File: src/inc/scs_pkg.sv
// Purpose: shared constants for the spi configuration/status block
// Assumes: 20 MHz system clock
// Notes: register bit positions, reset values and timing counts
package scs_pkg;

  // ----------------------------------------
  // register map
  // ----------------------------------------
  localparam logic [7:0] CFG_ADDR = 8'ha1;
  localparam int BIT_BUSY = 7;
  localparam int BIT_MASTER = 6;
  localparam int BIT_PHASE = 5;
  localparam int BIT_POL = 4;
  localparam int BIT_SEL = 3;
  localparam int BIT_RAW = 2;
  localparam int BIT_SHIFTER_EMPTY_FLAG = 1;
  localparam int BIT_RX_HOLDING_EMPTY_FLAG = 0;
  localparam logic MASTER_RST = 1'b0;
  localparam logic PHASE_RST = 1'b0;
  localparam logic POL_RST = 1'b0;
  localparam logic [7:0] UNMAPPED_DATA = 8'h00;

  // ----------------------------------------
  // timing
  // ----------------------------------------
  localparam int CLK_PERIOD_NS = 50;
  localparam int SCK_HALF_NS = 100;
  // longest time: round down, never below one cycle
  localparam int SCK_HALF_CYCLES =
    (SCK_HALF_NS / CLK_PERIOD_NS) < 1 ? 1 : SCK_HALF_NS / CLK_PERIOD_NS;
  localparam int SELECT_FILTER_NS = 100;
  // least time: round up
  localparam int SELECT_FILTER_CYCLES =
    (SELECT_FILTER_NS + CLK_PERIOD_NS - 1) / CLK_PERIOD_NS;
  localparam int BYTE_BITS = 8;

  typedef enum logic {
    M_IDLE = 1'b0,
    M_RUN = 1'b1
  } scs_master_state_type;

endpackage

File: src/core/scs_core.sv
// Purpose: spi configuration register, status flags and serial engine
// Assumes: control and data registers live elsewhere and drive the side ports
// Notes: all pins are sampled on clk through two flops

module scs_core #(
  parameter int DATA_BITS = scs_pkg::BYTE_BITS,
  parameter int HALF_CYCLES = scs_pkg::SCK_HALF_CYCLES,
  parameter int FILTER_CYCLES = scs_pkg::SELECT_FILTER_CYCLES
) (
  // clock and reset
  input wire logic clk,
  input wire logic sys_rst,
  input wire logic clk_en,
  // special function register port
  input wire logic [7:0] sfr_addr,
  input wire logic sfr_wr,
  input wire logic sfr_rd,
  input wire logic [7:0] sfr_wdata,
  output logic [7:0] sfr_rdata,
  // from the control and data registers
  input wire logic spi_enable,
  input wire logic four_wire,
  input wire logic tx_load,
  input wire logic [DATA_BITS-1:0] tx_data,
  input wire logic rx_read,
  output logic tx_empty,
  output logic [DATA_BITS-1:0] rx_data,
  output logic byte_done_flag,
  // serial pins
  input wire logic sck_in,
  output logic sck_out,
  output logic sck_oe_n,
  input wire logic mosi_in,
  output logic mosi_out,
  output logic mosi_oe_n,
  input wire logic miso_in,
  output logic miso_out,
  output logic miso_oe_n,
  input wire logic select_n_in
);

  localparam int CW = $clog2(DATA_BITS + 1);
  localparam logic [CW-1:0] LAST_BIT = CW'(DATA_BITS - 1);
  localparam logic [7:0] HALF_END = 8'(HALF_CYCLES - 1);
  localparam logic [3:0] FILT_END = 4'(FILTER_CYCLES - 1);

  // ----------------------------------------
  // pin synchronisers and select filter
  // ----------------------------------------
  logic [3:0] pin_sync;
  logic sck_s, mosi_s, miso_s, sel_raw;
  logic sel_filt, sel_prev, sel_fall;
  logic [3:0] filt_cnt;

  scs_sync #(.WIDTH(4), .RESET_VAL(4'h8)) u_sync (
    .clk(clk),
    .sys_rst(sys_rst),
    .clk_en(clk_en),
    .async_in({select_n_in, miso_in, mosi_in, sck_in}),
    .sync_out(pin_sync)
  );

  assign sck_s = pin_sync[0];
  assign mosi_s = pin_sync[1];
  assign miso_s = pin_sync[2];
  assign sel_raw = pin_sync[3];

  // a new select level must persist before it is believed
  always_ff @(posedge clk) begin
    if (sys_rst) begin
      sel_filt <= 1'b1;
      filt_cnt <= 4'h0;
    end else if (clk_en) begin
      if (sel_raw == sel_filt) begin
        filt_cnt <= 4'h0;
      end else if (filt_cnt == FILT_END) begin
        sel_filt <= sel_raw;
        filt_cnt <= 4'h0;
      end else begin
        filt_cnt <= filt_cnt + 4'h1;
      end
    end
  end

  always_ff @(posedge clk) begin
    if (sys_rst) begin
      sel_prev <= 1'b1;
    end else if (clk_en) begin
      sel_prev <= sel_filt;
    end
  end

  assign sel_fall = sel_prev & ~sel_filt;

  // ----------------------------------------
  // configuration register
  // ----------------------------------------
  logic master_select, clock_phase_select, clock_polarity_select;
  logic cfg_hit;

  assign cfg_hit = sfr_addr == scs_pkg::CFG_ADDR;

  always_ff @(posedge clk) begin
    if (sys_rst) begin
      master_select <= scs_pkg::MASTER_RST;
      clock_phase_select <= scs_pkg::PHASE_RST;
      clock_polarity_select <= scs_pkg::POL_RST;
    end else if (clk_en && sfr_wr && cfg_hit) begin
      // status bits have no storage here, so writes to them vanish
      master_select <= sfr_wdata[scs_pkg::BIT_MASTER];
      clock_phase_select <= sfr_wdata[scs_pkg::BIT_PHASE];
      clock_polarity_select <= sfr_wdata[scs_pkg::BIT_POL];
    end
  end

  // ----------------------------------------
  // slave edge detection
  // ----------------------------------------
  logic sck_prev, sck_edge, sck_lead, sck_trail;
  logic slave_active, slave_sample, slave_shift, slave_busy;
  logic [CW-1:0] bit_cnt;

  always_ff @(posedge clk) begin
    if (sys_rst) begin
      sck_prev <= 1'b0;
    end else if (clk_en) begin
      sck_prev <= sck_s;
    end
  end

  assign sck_edge = sck_s ^ sck_prev;
  assign sck_lead = sck_edge & (sck_s != clock_polarity_select);
  assign sck_trail = sck_edge & (sck_s == clock_polarity_select);
  assign slave_active = spi_enable & ~master_select & (~four_wire | ~sel_filt);
  // sampling edge sits mid-bit; the other edge moves the outgoing bit
  assign slave_sample = slave_active & (clock_phase_select ? sck_trail : sck_lead);
  assign slave_shift = slave_active & (bit_cnt != '0)
    & (clock_phase_select ? sck_lead : sck_trail);

  // ----------------------------------------
  // master sequencer
  // ----------------------------------------
  scs_pkg::scs_master_state_type state, next_state;
  logic [7:0] div_cnt, next_div;
  logic half, next_half;
  logic master_sample, master_go, loaded;

  assign master_sample = (state == scs_pkg::M_RUN) & half & (div_cnt == HALF_END);
  assign master_go = spi_enable & master_select & loaded;

  always_comb begin
    next_state = state;
    next_div = div_cnt;
    next_half = half;
    unique case (state)
      scs_pkg::M_IDLE: begin
        if (master_go) begin
          next_state = scs_pkg::M_RUN;
          next_div = 8'h00;
          next_half = 1'b0;
        end
      end
      scs_pkg::M_RUN: begin
        if (div_cnt == HALF_END) begin
          next_div = 8'h00;
          next_half = ~half;
          if (master_sample && bit_cnt == LAST_BIT) begin
            next_state = scs_pkg::M_IDLE;
          end
        end else begin
          next_div = div_cnt + 8'h01;
        end
      end
    endcase
    if (!spi_enable || !master_select) begin
      next_state = scs_pkg::M_IDLE;
    end
  end

  always_ff @(posedge clk) begin
    if (sys_rst) begin
      state <= scs_pkg::M_IDLE;
      div_cnt <= 8'h00;
      half <= 1'b0;
    end else if (clk_en) begin
      state <= next_state;
      div_cnt <= next_div;
      half <= next_half;
    end
  end

  // phase 1 opens each bit with an edge, phase 0 puts it mid-bit
  always_ff @(posedge clk) begin
    if (sys_rst) begin
      sck_out <= scs_pkg::POL_RST;
    end else if (clk_en) begin
      sck_out <= clock_polarity_select ^ ((next_state == scs_pkg::M_RUN)
        & (clock_phase_select ? ~next_half : next_half));
    end
  end

  // ----------------------------------------
  // bit counter and shifters
  // ----------------------------------------
  logic sample_now, byte_done_now, in_bit, load_now, rx_full, shifter_empty;
  logic [DATA_BITS-1:0] rx_shreg, tx_shreg, tx_buf;
  logic tx_full;

  assign sample_now = master_sample | slave_sample;
  assign byte_done_now = sample_now & (bit_cnt == LAST_BIT);
  assign in_bit = master_select ? miso_s : mosi_s;
  // mid-byte loads would corrupt the bit stream, so wait for a boundary
  assign load_now = tx_full & ((~loaded & (bit_cnt == '0)
    & (state == scs_pkg::M_IDLE)) | byte_done_now);

  always_ff @(posedge clk) begin
    if (sys_rst) begin
      bit_cnt <= '0;
    end else if (clk_en) begin
      if (!spi_enable || byte_done_now) begin
        bit_cnt <= '0;
      end else if (four_wire && !master_select && sel_fall) begin
        bit_cnt <= '0;
      end else if (sample_now) begin
        bit_cnt <= bit_cnt + CW'(1);
      end
    end
  end

  always_ff @(posedge clk) begin
    if (sys_rst) begin
      rx_shreg <= '0;
    end else if (clk_en && sample_now) begin
      rx_shreg <= {rx_shreg[DATA_BITS-2:0], in_bit};
    end
  end

  always_ff @(posedge clk) begin
    if (sys_rst) begin
      tx_shreg <= '0;
      loaded <= 1'b0;
    end else if (clk_en) begin
      if (load_now) begin
        tx_shreg <= tx_buf;
        loaded <= 1'b1;
      end else begin
        if (master_sample || slave_shift) begin
          tx_shreg <= {tx_shreg[DATA_BITS-2:0], 1'b0};
        end
        if (byte_done_now) begin
          loaded <= 1'b0;
        end
      end
    end
  end

  always_ff @(posedge clk) begin
    if (sys_rst) begin
      tx_buf <= '0;
      tx_full <= 1'b0;
    end else if (clk_en) begin
      if (tx_load && !tx_full) begin
        tx_buf <= tx_data;
        tx_full <= 1'b1;
      end else if (load_now) begin
        tx_full <= 1'b0;
      end
    end
  end

  // a slave overrun keeps the unread byte and drops the new one
  always_ff @(posedge clk) begin
    if (sys_rst) begin
      rx_data <= '0;
      rx_full <= 1'b0;
      byte_done_flag <= 1'b0;
    end else if (clk_en) begin
      byte_done_flag <= byte_done_now;
      // a read in the same cycle frees the buffer, so the new byte wins
      if (byte_done_now && (master_select || !rx_full || rx_read)) begin
        rx_data <= {rx_shreg[DATA_BITS-2:0], in_bit};
        rx_full <= 1'b1;
      end else if (rx_read) begin
        rx_full <= 1'b0;
      end
    end
  end

  // ----------------------------------------
  // busy and shifter-empty status
  // ----------------------------------------
  // every byte starts on a leading edge in both phases
  always_ff @(posedge clk) begin
    if (sys_rst) begin
      slave_busy <= 1'b0;
    end else if (clk_en) begin
      if (!slave_active || byte_done_now || sel_fall) begin
        slave_busy <= 1'b0;
      end else if (sck_lead) begin
        slave_busy <= 1'b1;
      end
    end
  end

  always_ff @(posedge clk) begin
    if (sys_rst) begin
      shifter_empty <= 1'b1;
    end else if (clk_en) begin
      if (load_now || (slave_active && sck_edge && (slave_busy || sck_lead)
          && !byte_done_now)) begin
        shifter_empty <= 1'b0;
      end else if (byte_done_now) begin
        shifter_empty <= 1'b1;
      end
    end
  end

  // ----------------------------------------
  // register read and pin drive
  // ----------------------------------------
  logic busy_flag, shifter_empty_flag_view, rx_holding_empty_flag_view;

  assign busy_flag = (state == scs_pkg::M_RUN) | slave_busy;
  assign shifter_empty_flag_view = master_select | shifter_empty;
  assign rx_holding_empty_flag_view = master_select | ~rx_full;

  always_ff @(posedge clk) begin
    if (sys_rst) begin
      sfr_rdata <= scs_pkg::UNMAPPED_DATA;
    end else if (clk_en && sfr_rd) begin
      if (cfg_hit) begin
        sfr_rdata <= {busy_flag, master_select, clock_phase_select,
          clock_polarity_select, ~sel_filt, sel_raw, shifter_empty_flag_view, rx_holding_empty_flag_view};
      end else begin
        sfr_rdata <= scs_pkg::UNMAPPED_DATA;
      end
    end
  end

  assign tx_empty = ~tx_full;
  assign sck_oe_n = ~(spi_enable & master_select);
  assign mosi_oe_n = ~(spi_enable & master_select);
  assign mosi_out = tx_shreg[DATA_BITS-1];
  assign miso_out = tx_shreg[DATA_BITS-1];
  assign miso_oe_n = ~slave_active;
endmodule

File: src/core/scs_sync.sv
// Purpose: two-flop synchroniser for pin inputs
// Assumes: inputs are asynchronous to clk
// Notes: first stage feeds only the second stage
module scs_sync #(
  parameter int WIDTH = 4,
  parameter logic [WIDTH-1:0] RESET_VAL = '0
) (
  // clock and reset
  input wire logic clk,
  input wire logic sys_rst,
  input wire logic clk_en,
  // data
  input wire logic [WIDTH-1:0] async_in,
  output logic [WIDTH-1:0] sync_out
);

  logic [WIDTH-1:0] meta;

  always_ff @(posedge clk) begin
    if (sys_rst) begin
      meta <= RESET_VAL;
      sync_out <= RESET_VAL;
    end else if (clk_en) begin
      meta <= async_in;
      sync_out <= meta;
    end
  end

endmodule

File: config.mk
export PLATFORM = sky130hd
export DESIGN_NAME = scs_core
export DESIGN_NICKNAME = d
export VERILOG_FILES = /design/src/inc/scs_pkg.sv /design/src/core/scs_core.sv /design/src/core/scs_sync.sv
export SDC_FILE = /design/constraint.sdc
export NUM_CORES = 1
export LEC_CHECK = 0
export BUFFER_PORTS_ARGS = -buffer_cell sky130_fd_sc_hd__buf_2
export CAP_MARGIN = 30
export CELL_PAD_IN_SITES_DETAIL_PLACEMENT = 0
export CELL_PAD_IN_SITES_GLOBAL_PLACEMENT = 2
export CORE_MARGIN = 10
export CORE_UTILIZATION = 37
export DETAILED_ROUTE_END_ITERATION = 8
export PLACE_DENSITY_LB_ADDON = 0.15
export SLEW_MARGIN = 10
export SYNTH_ARGS = -nofsm -noshare
export SYNTH_HDL_FRONTEND = slang
export SYNTH_HIERARCHICAL = 1
export SYNTH_SLANG_ARGS = --single-unit
File: constraint.sdc
create_clock -name clk -period 5.4 [get_ports clk]
set_input_delay 0.81 -clock clk [delete_from_list [all_inputs] [get_ports clk]]
set_output_delay 0.81 -clock clk [all_outputs]
set_load 0.05 [all_outputs]
==> impl_results.md, run 1 <==
- CP Capture Type: flop
- Die area: 14300 µm²
- Number of enable flip-flop cells after synthesis: 0
- DR DRC count: 0
- Area share of the largest cell type after synthesis: 42.4%
- Final slew viol count: 0
- Ordered list of cells on the worst path: ha_1 -> nor4b_4 -> nand4_2 -> o21ai_2 -> o2111ai_1 -> buf_4 -> mux2i_1 -> nor2_1
- Post-CTS Setup Inserts: 0
- Total Routing Usage GR: 12.1%
- DRT Pass-1 Iters: 4
- Vias in the first global route: 2899
- Pre-CTS setup slack: 2.68 ns
- Post-route setup TNS: 0 ns
- VDD IR max: 0.104 mV
- Skew-Pair Late Insertion Delay: 0.34 ns
- Reg2reg path depth: 8
- Rows: 36
- Worst Max-Slew Pin Slew: 0.819 ns
- First-pass GRT wire length: 14.4 mm
- Crit path capture: rx_data[4]
- Die Height: 120 µm
- Pwr dens: 258 nW/µm²
- DR WL/cell: 14.5 µm
- Initial antenna violation count: 0
- Fill cells: 1037
- Routability cong.: 0.735
- Maximum fanout along the worst path: 11
- Crit. Startpoint: div_cnt[0]
- Synth Register Bits: 78
- CTS resizes: 0
- Syn_nets: 448
- Crit Path Category: reg2reg
- CTS tree: built
- CP Launch Type: flop
- CTS buffer count: 9
- Worst EP required: 5.60 ns
- Starting Density: 37.8%
- Yosys warns: 6
- Leading area contributor after synthesis: dfxtp_1
- Max_slew headroom: 45.4%
- CTS root buffer: clkbuf_8
- Fin crit period: 2.41 ns
- Critical path data arrival time: 2.62 ns
- Setup Skew: 0.00900 ns
- Final period util: 44.6%
- Clk buf depth: 2
- Syn Inst Count: 405
- DRT antenna net count: 0
- DR vias/cell: 4.88
- Detailed Route Iter0 Violations: 111
- Hold Fails Final Rpt: 0
- Seq/Total Area, Yosys: 42.4%
- FFs w/ async S/R, synth: 0%
- Syn Area/Cell: 9.08 µm²
- Largest net degree at the start of global routing: 46
- Ports: 61
- Final instance area: 4180 µm²
- Routed wire length: 8.53 mm
- FF/Latch Area: 1560 µm²
- Nets: 492
- Final worst setup slack: 2.99 ns
- Total core area: 9730 µm²
- Footprint of the multi-input gates: 1920 µm²
- Post-cts hold buffer count: 0
- Clock sinks: 78
- Routed via count: 2865
- Top FF cell, synth: dfxtp_1
- Slowest stage delay, CP: 0.42 ns
- Fmax: 0.415 GHz
- Layout cells sized above 1: 22.0%
- PortBufs: 55
- Lkg Pwr: 1.78 nW
- R2R Path End: rx_data[4]
- GRT overflow: 0
- Hold crit path type: reg2reg
- Finished Layout Cells: 587
- Outcome: finished, final reports clean
- Die Width: 120 µm
- # diodes: 0
- HPWL after detailed placement: 6.10 mm
- Total of max-cap violations: 0
- Area growth syn-to-layout: 13.6%
- CTS H-tree depth: 3
- Post-Syn Area: 3680 µm²
- CP max stage cell: dfxtp_1
- Setup violators final: 0
- Placed Area: 4000 µm²
- RSZ-0062 raised after global routing: no
- Top area cells in the synthesized netlist: dfxtp_1 42%, mux2i_1 11%, nor2_1 6.5%, nand2_1 4.1%, a21oi_1 3.0%
- Clock slew at reported path FFs: 0.08 ns
- Distinct cells, synth: 57
- RR Startpoint: div_cnt[0]
- Dpl cells: 571
- Worst Hold Slack: 0.467 ns
- Reg-to-reg slack, setup: 2.99 ns
-- cells in the mapped netlist, types with 5 or more instances --
cell type and instances:
a21oi_1 22, a22oi_1 7, nand2_1 40, mux2i_1 39, inv_1 14, nand2b_1 8, o21bai_1 7, nor2_1 64
a221oi_2 7, nand3_1 14, clkbuf_1 13, ha_1 6, xnor2_1 5, dfxtp_1 78
-- cells in the final DEF, fill, tap and decap left out, types with 5 or more instances in the layout --
cell,synthesis,final
o21bai_1,7,7
a22oi_1,7,7
nand2_1,40,40
nand3_1,14,14
xnor2_1,5,5
nand2b_1,8,8
mux2i_1,39,39
a221oi_2,7,7
dfxtp_1,78,78
nor2_1,64,64
ha_1,6,6
a21oi_1,22,22
inv_1,14,14
clkbuf_8,0,10
buf_2,1,55
-- layer usage --
layer  wire length [µm]  track usage, %
met5                  0               0
met4                119            4.52
met3                343            3.14
met2               4050            19.7
met1               4020            15.1
-- flip-flops by register name, summed over array words and instances (netlist names), 7 cells and up --
name	count
tx_buf	8
sfr_rdata	8
rx_shreg	7
rx_data	8
tx_shreg	8
div_cnt	8
-- logic make-up (layout without fill, tap and decap cells) --
family,Yosys count,in the layout,share of synthesized area [%]
simple gates,158,158,21.2
flops,78,78,42.4
compound gates,70,70,14.7
mux,42,42,11.6
buf+inv,41,90,5.44
xor+xnor,10,10,2.59
fa+ha+maj,6,6,2.04
-- stage by stage --
| stage | power (W) | util (%) |
|---|---|---|
| detailed placement | 0.000695 | 41.1 |
| global route | 0.00113 | 42.9 |
| finish | 0.00108 | 42.9 |
| global placement | 0.000694 | 41.1 |
| floorplan | 0.000670 | - |
| CTS | 0.00110 | 42.9 |
-- worst max-delay path: cells and delay by family (launching register included) --
family | cells | cell delay, ns
and+or+nand+nor | 3 | 0.62
muxes | 1 | 0.15
DFF | 1 | 0.42
AOI/OAI and AO/OA | 2 | 0.62
buffers and inverters | 1 | 0.28
adders and majority gates | 1 | 0.18
-- cell type report --
cell class	instances	area share [%]
clock buffer	10	3.29
sequential	78	37.4
tap	133	3.98
multi-input combinational	286	45.9
inverter	16	1.44
clock inverter	6	0.898
timing repair buffer	58	7.13
-- how the worst min path moves through the flow --
stage	slack, ns	cells after the start	to	startpoint
finish	0.47	1	u_sync/sync_out[3]	u_sync/meta[3]
global route	0.47	1	u_sync/sync_out[3]	u_sync/meta[3]
global placement	0.44	2	sfr_rdata[7]	sfr_rdata[7]
floorplan	0.43	1	u_sync/sync_out[3]	u_sync/meta[3]
detailed placement	0.44	1	u_sync/sync_out[3]	u_sync/meta[3]
CTS	0.47	2	rx_full	rx_full
-- power by group --
group,internal [W],total (W),leakage [nW],switching (W)
clock,0.000177,0.000396,0.0841,0.000219
sequential,0.000585,0.000592,0.632,0.00000701
combinational,0.0000338,0.0000871,1.07,0.0000533
Note: power is estimated with default switching activity, not from simulation.
==> run 2, diff against run 1 <==
--- a/config.mk
+++ b/config.mk
@@ -5,12 +5,13 @@
 export SDC_FILE = /design/constraint.sdc
 export NUM_CORES = 1
 export LEC_CHECK = 0
+export ABC_AREA = 1
 export BUFFER_PORTS_ARGS = -buffer_cell sky130_fd_sc_hd__buf_2
 export CAP_MARGIN = 30
 export CELL_PAD_IN_SITES_DETAIL_PLACEMENT = 0
 export CELL_PAD_IN_SITES_GLOBAL_PLACEMENT = 2
 export CORE_MARGIN = 10
-export CORE_UTILIZATION = 37
+export CORE_UTILIZATION = 28
 export DETAILED_ROUTE_END_ITERATION = 8
 export PLACE_DENSITY_LB_ADDON = 0.15
 export SLEW_MARGIN = 10
==> constraint.sdc (replaced) <==
create_clock -name clk -period 2.13 [get_ports clk]
set_input_delay 0.3195 -clock clk [delete_from_list [all_inputs] [get_ports clk]]
set_output_delay 0.3195 -clock clk [all_outputs]
set_load 0.05 [all_outputs]
==> impl_results.md, run 2 <==
- Commonest non-fill, non-tap cells in the layout: 112 x nand2_1, 95 x nor2_1, 78 x dfxtp_1
- Final slew viol count: 0
- Synth Register Bits: 78
- DRT antenna net count: 0
- Total Routing Usage GR: 11.3%
- # diodes: 0
- VDD IR max: 0.322 mV
- Post-CTS Setup Inserts: 0
- Die Height: 135 µm
- Fmax: 0.552 GHz
- Fill cells: 1496
- Worst Max-Slew Pin Slew: 0.476 ns
- Most common cell after layout, fill and taps aside: nand2_1
- Footprint of the multi-input gates: 1840 µm²
- Post-Syn Area: 3730 µm²
- Syn Inst Count: 524
- Setup violators final: 0
- PortBufs: 55
- Area share of the largest cell type after synthesis: 41.9%
- Layout cells sized above 1: 18.9%
- Clock sinks: 78
- DR vias/cell: 4.35
- Total core area: 13100 µm²
- Ports: 61
- Clock slew at reported path FFs: 0.06 ns
- Worst EP required: 2.37 ns
- Routability cong.: 0.745
- Vias in the first global route: 3213
- Adder-cell share of the synthesized area: 2.01%
- Ordered list of cells on the worst path: ha_1 -> nand2_2 -> nor2_4 -> nand3_4 -> nand2_4 -> nand2_8 -> o21ai_0 -> o21ai_0 -> nand3_1 -> nor2_1
- GRT overflow: 0
- Lkg Pwr: 2.10 nW
- Maximum fanout along the worst path: 10
- Simple-Gate Fraction of Synth Area: 35.3%
- Clk buf depth: 2
- CP top delay family: simple AND/OR/NAND/NOR gates
- Leading area contributor after synthesis: dfxtp_1
- CTS H-tree depth: 3
- CTS tree: built
- First-pass GRT wire length: 16.4 mm
- Largest net degree at the start of global routing: 27
- Crit path buf inv count: 0
- Routed wire length: 10.0 mm
- HPWL after detailed placement: 7.52 mm
- Slowest stage delay, CP: 0.37 ns
- Yosys warns: 6
- Syn Area/Cell: 7.12 µm²
- Die Width: 135 µm
- CP max stage cell: dfxtp_1
- Post-route setup TNS: 0 ns
- Rows: 42
- Routed via count: 3340
- Distinct cells, synth: 36
- Max_slew headroom: 68.0%
- Hold crit path type: in2reg
- Die area: 18300 µm²
- Count leader, synth: nand2_1
- Total of max-cap violations: 0
- Crit path top cell by count: o21ai_0
- Nets: 630
- DR DRC count: 0
- Xor/xnor share of the synthesized area: 0.939%
- Outcome: finished, final reports clean
- CP Launch Type: flop
- Skew-Pair Late Insertion Delay: 0.35 ns
- CP Capture Type: flop
- Initial antenna violation count: 0
- Most frequent cells after synthesis: 112 x nand2_1, 95 x nor2_1, 78 x dfxtp_1
- Final period util: 85.0%
- Pwr dens: 787 nW/µm²
- DR WL/cell: 13.0 µm
- Fin crit period: 1.81 ns
- Number of enable flip-flop cells after synthesis: 0
- Main combinational cell family by area after synthesis: simple AND/OR/NAND/NOR gates
- CTS buffer count: 9
- CTS root buffer: clkbuf_16
- Mux cell area share after synthesis: 0%
- Detailed Route Iter0 Violations: 159
- Top FF cell, synth: dfxtp_1
- Compound-Gate Fraction of Synth Area: 11.0%
- CTS resizes: 0
- Pre-CTS setup slack: 0.313 ns
- Syn_nets: 567
- RSZ-0062 raised after global routing: no
- Crit Path Category: reg2reg
- FF/Latch Area: 1560 µm²
- Setup Skew: 0.00897 ns
- Post-cts hold buffer count: 0
- Top area cells in the synthesized netlist: dfxtp_1 42%, nand2_1 11%, nor2_1 9.6%, inv_1 5.7%, nand3_1 5.4%
- Critical path data arrival time: 2.05 ns
- Final worst setup slack: 0.320 ns
- DRT Pass-1 Iters: 4
- Seq/Total Area, Yosys: 41.9%
- Starting Density: 28.4%
- Area growth syn-to-layout: 22.2%
- FFs w/ async S/R, synth: 0%
- Hold Fails Final Rpt: 0
==> run 2: cell types whose count changed after synthesis, moves of 8 or more <==
cell,delta
nand3_1,+26
nand2_1,+72
inv_1,+43
o21ai_0,+28
nor2_1,+31
mux2i_1,-39
nand2b_1,-8
a21oi_1,+14
==> run 2: tightest hold or removal path, delay by kind of cell <==
family,cells,cell delay (ns)
simple gates,2,0.11
buf+inv,1,0.07
==> run 2: kinds of logic after synthesis <==
kind of cell,count (synthesis)
and+or+nand+nor,284
DFF,78
AOI/OAI and AO/OA,76
buffers and inverters,76
adders and majority gates,6
xor gates and xnor gates,4
==> run 2: layout make-up <==
class                   instances  share of cell area, %
multi-input cells             370                   40.3
flip-flops and latches         78                   34.3
repair buffers                 67                   8.02
clock buffers                  12                   5.85
inverters                      61                   5.02
well taps                     176                   4.83
clock inverters                 4                   1.70
==> run 2: worst paths after layout <==
path,start,end,slack (ns),cells past startpoint
worst max register to register,div_cnt[0],bit_cnt[2],0.32,10
worst min register to register,sfr_rdata[5],sfr_rdata[5],0.46,2
worst min-delay path,select_n_in,u_sync/meta[3],0.19,3
worst max-delay path,div_cnt[0],bit_cnt[2],0.32,10
==> run 2: layer usage <==
| metal | up-vias | share of wire (%) | routed length [µm] | global-route usage [%] |
|---|---|---|---|---|
| met2 | 44 | 45 | 4480 | 17.2 |
| met5 | - | 0 | 0 | 0 |
| met3 | 13 | 3.2 | 316 | 2.56 |
| li1 | 1799 | - | - | - |
| met1 | 1484 | 50 | 5000 | 14.7 |
| met4 | 0 | 2.0 | 203 | 5.74 |
==> run 2: power breakdown <==
part / internal [W] / total (W) / switching (W) / leakage [nW]
Sequential: 0.00150 / 0.00153 / 0.0000287 / 0.634
Clock: 0.00113 / 0.00176 / 0.000638 / 0.169
Combinational: 0.000103 / 0.000293 / 0.000190 / 1.30
Total: 0.00273 / 0.00359 / 0.000858 / 2.10
==> run 2: metrics by stage <==
step	total power, W	util (%)	std cells	hold WS [ns]	cell area (µm²)
after floorplan	0.00176	-	524	0.428	3730
after global placement	0.00186	32.1	752	0.440	4210
after detailed placement	0.00186	32.1	752	0.449	4210
after CTS	0.00365	34.7	768	0.176	4560
after global routing	0.00375	34.7	768	0.202	4560
final	0.00359	34.7	768	0.187	4560
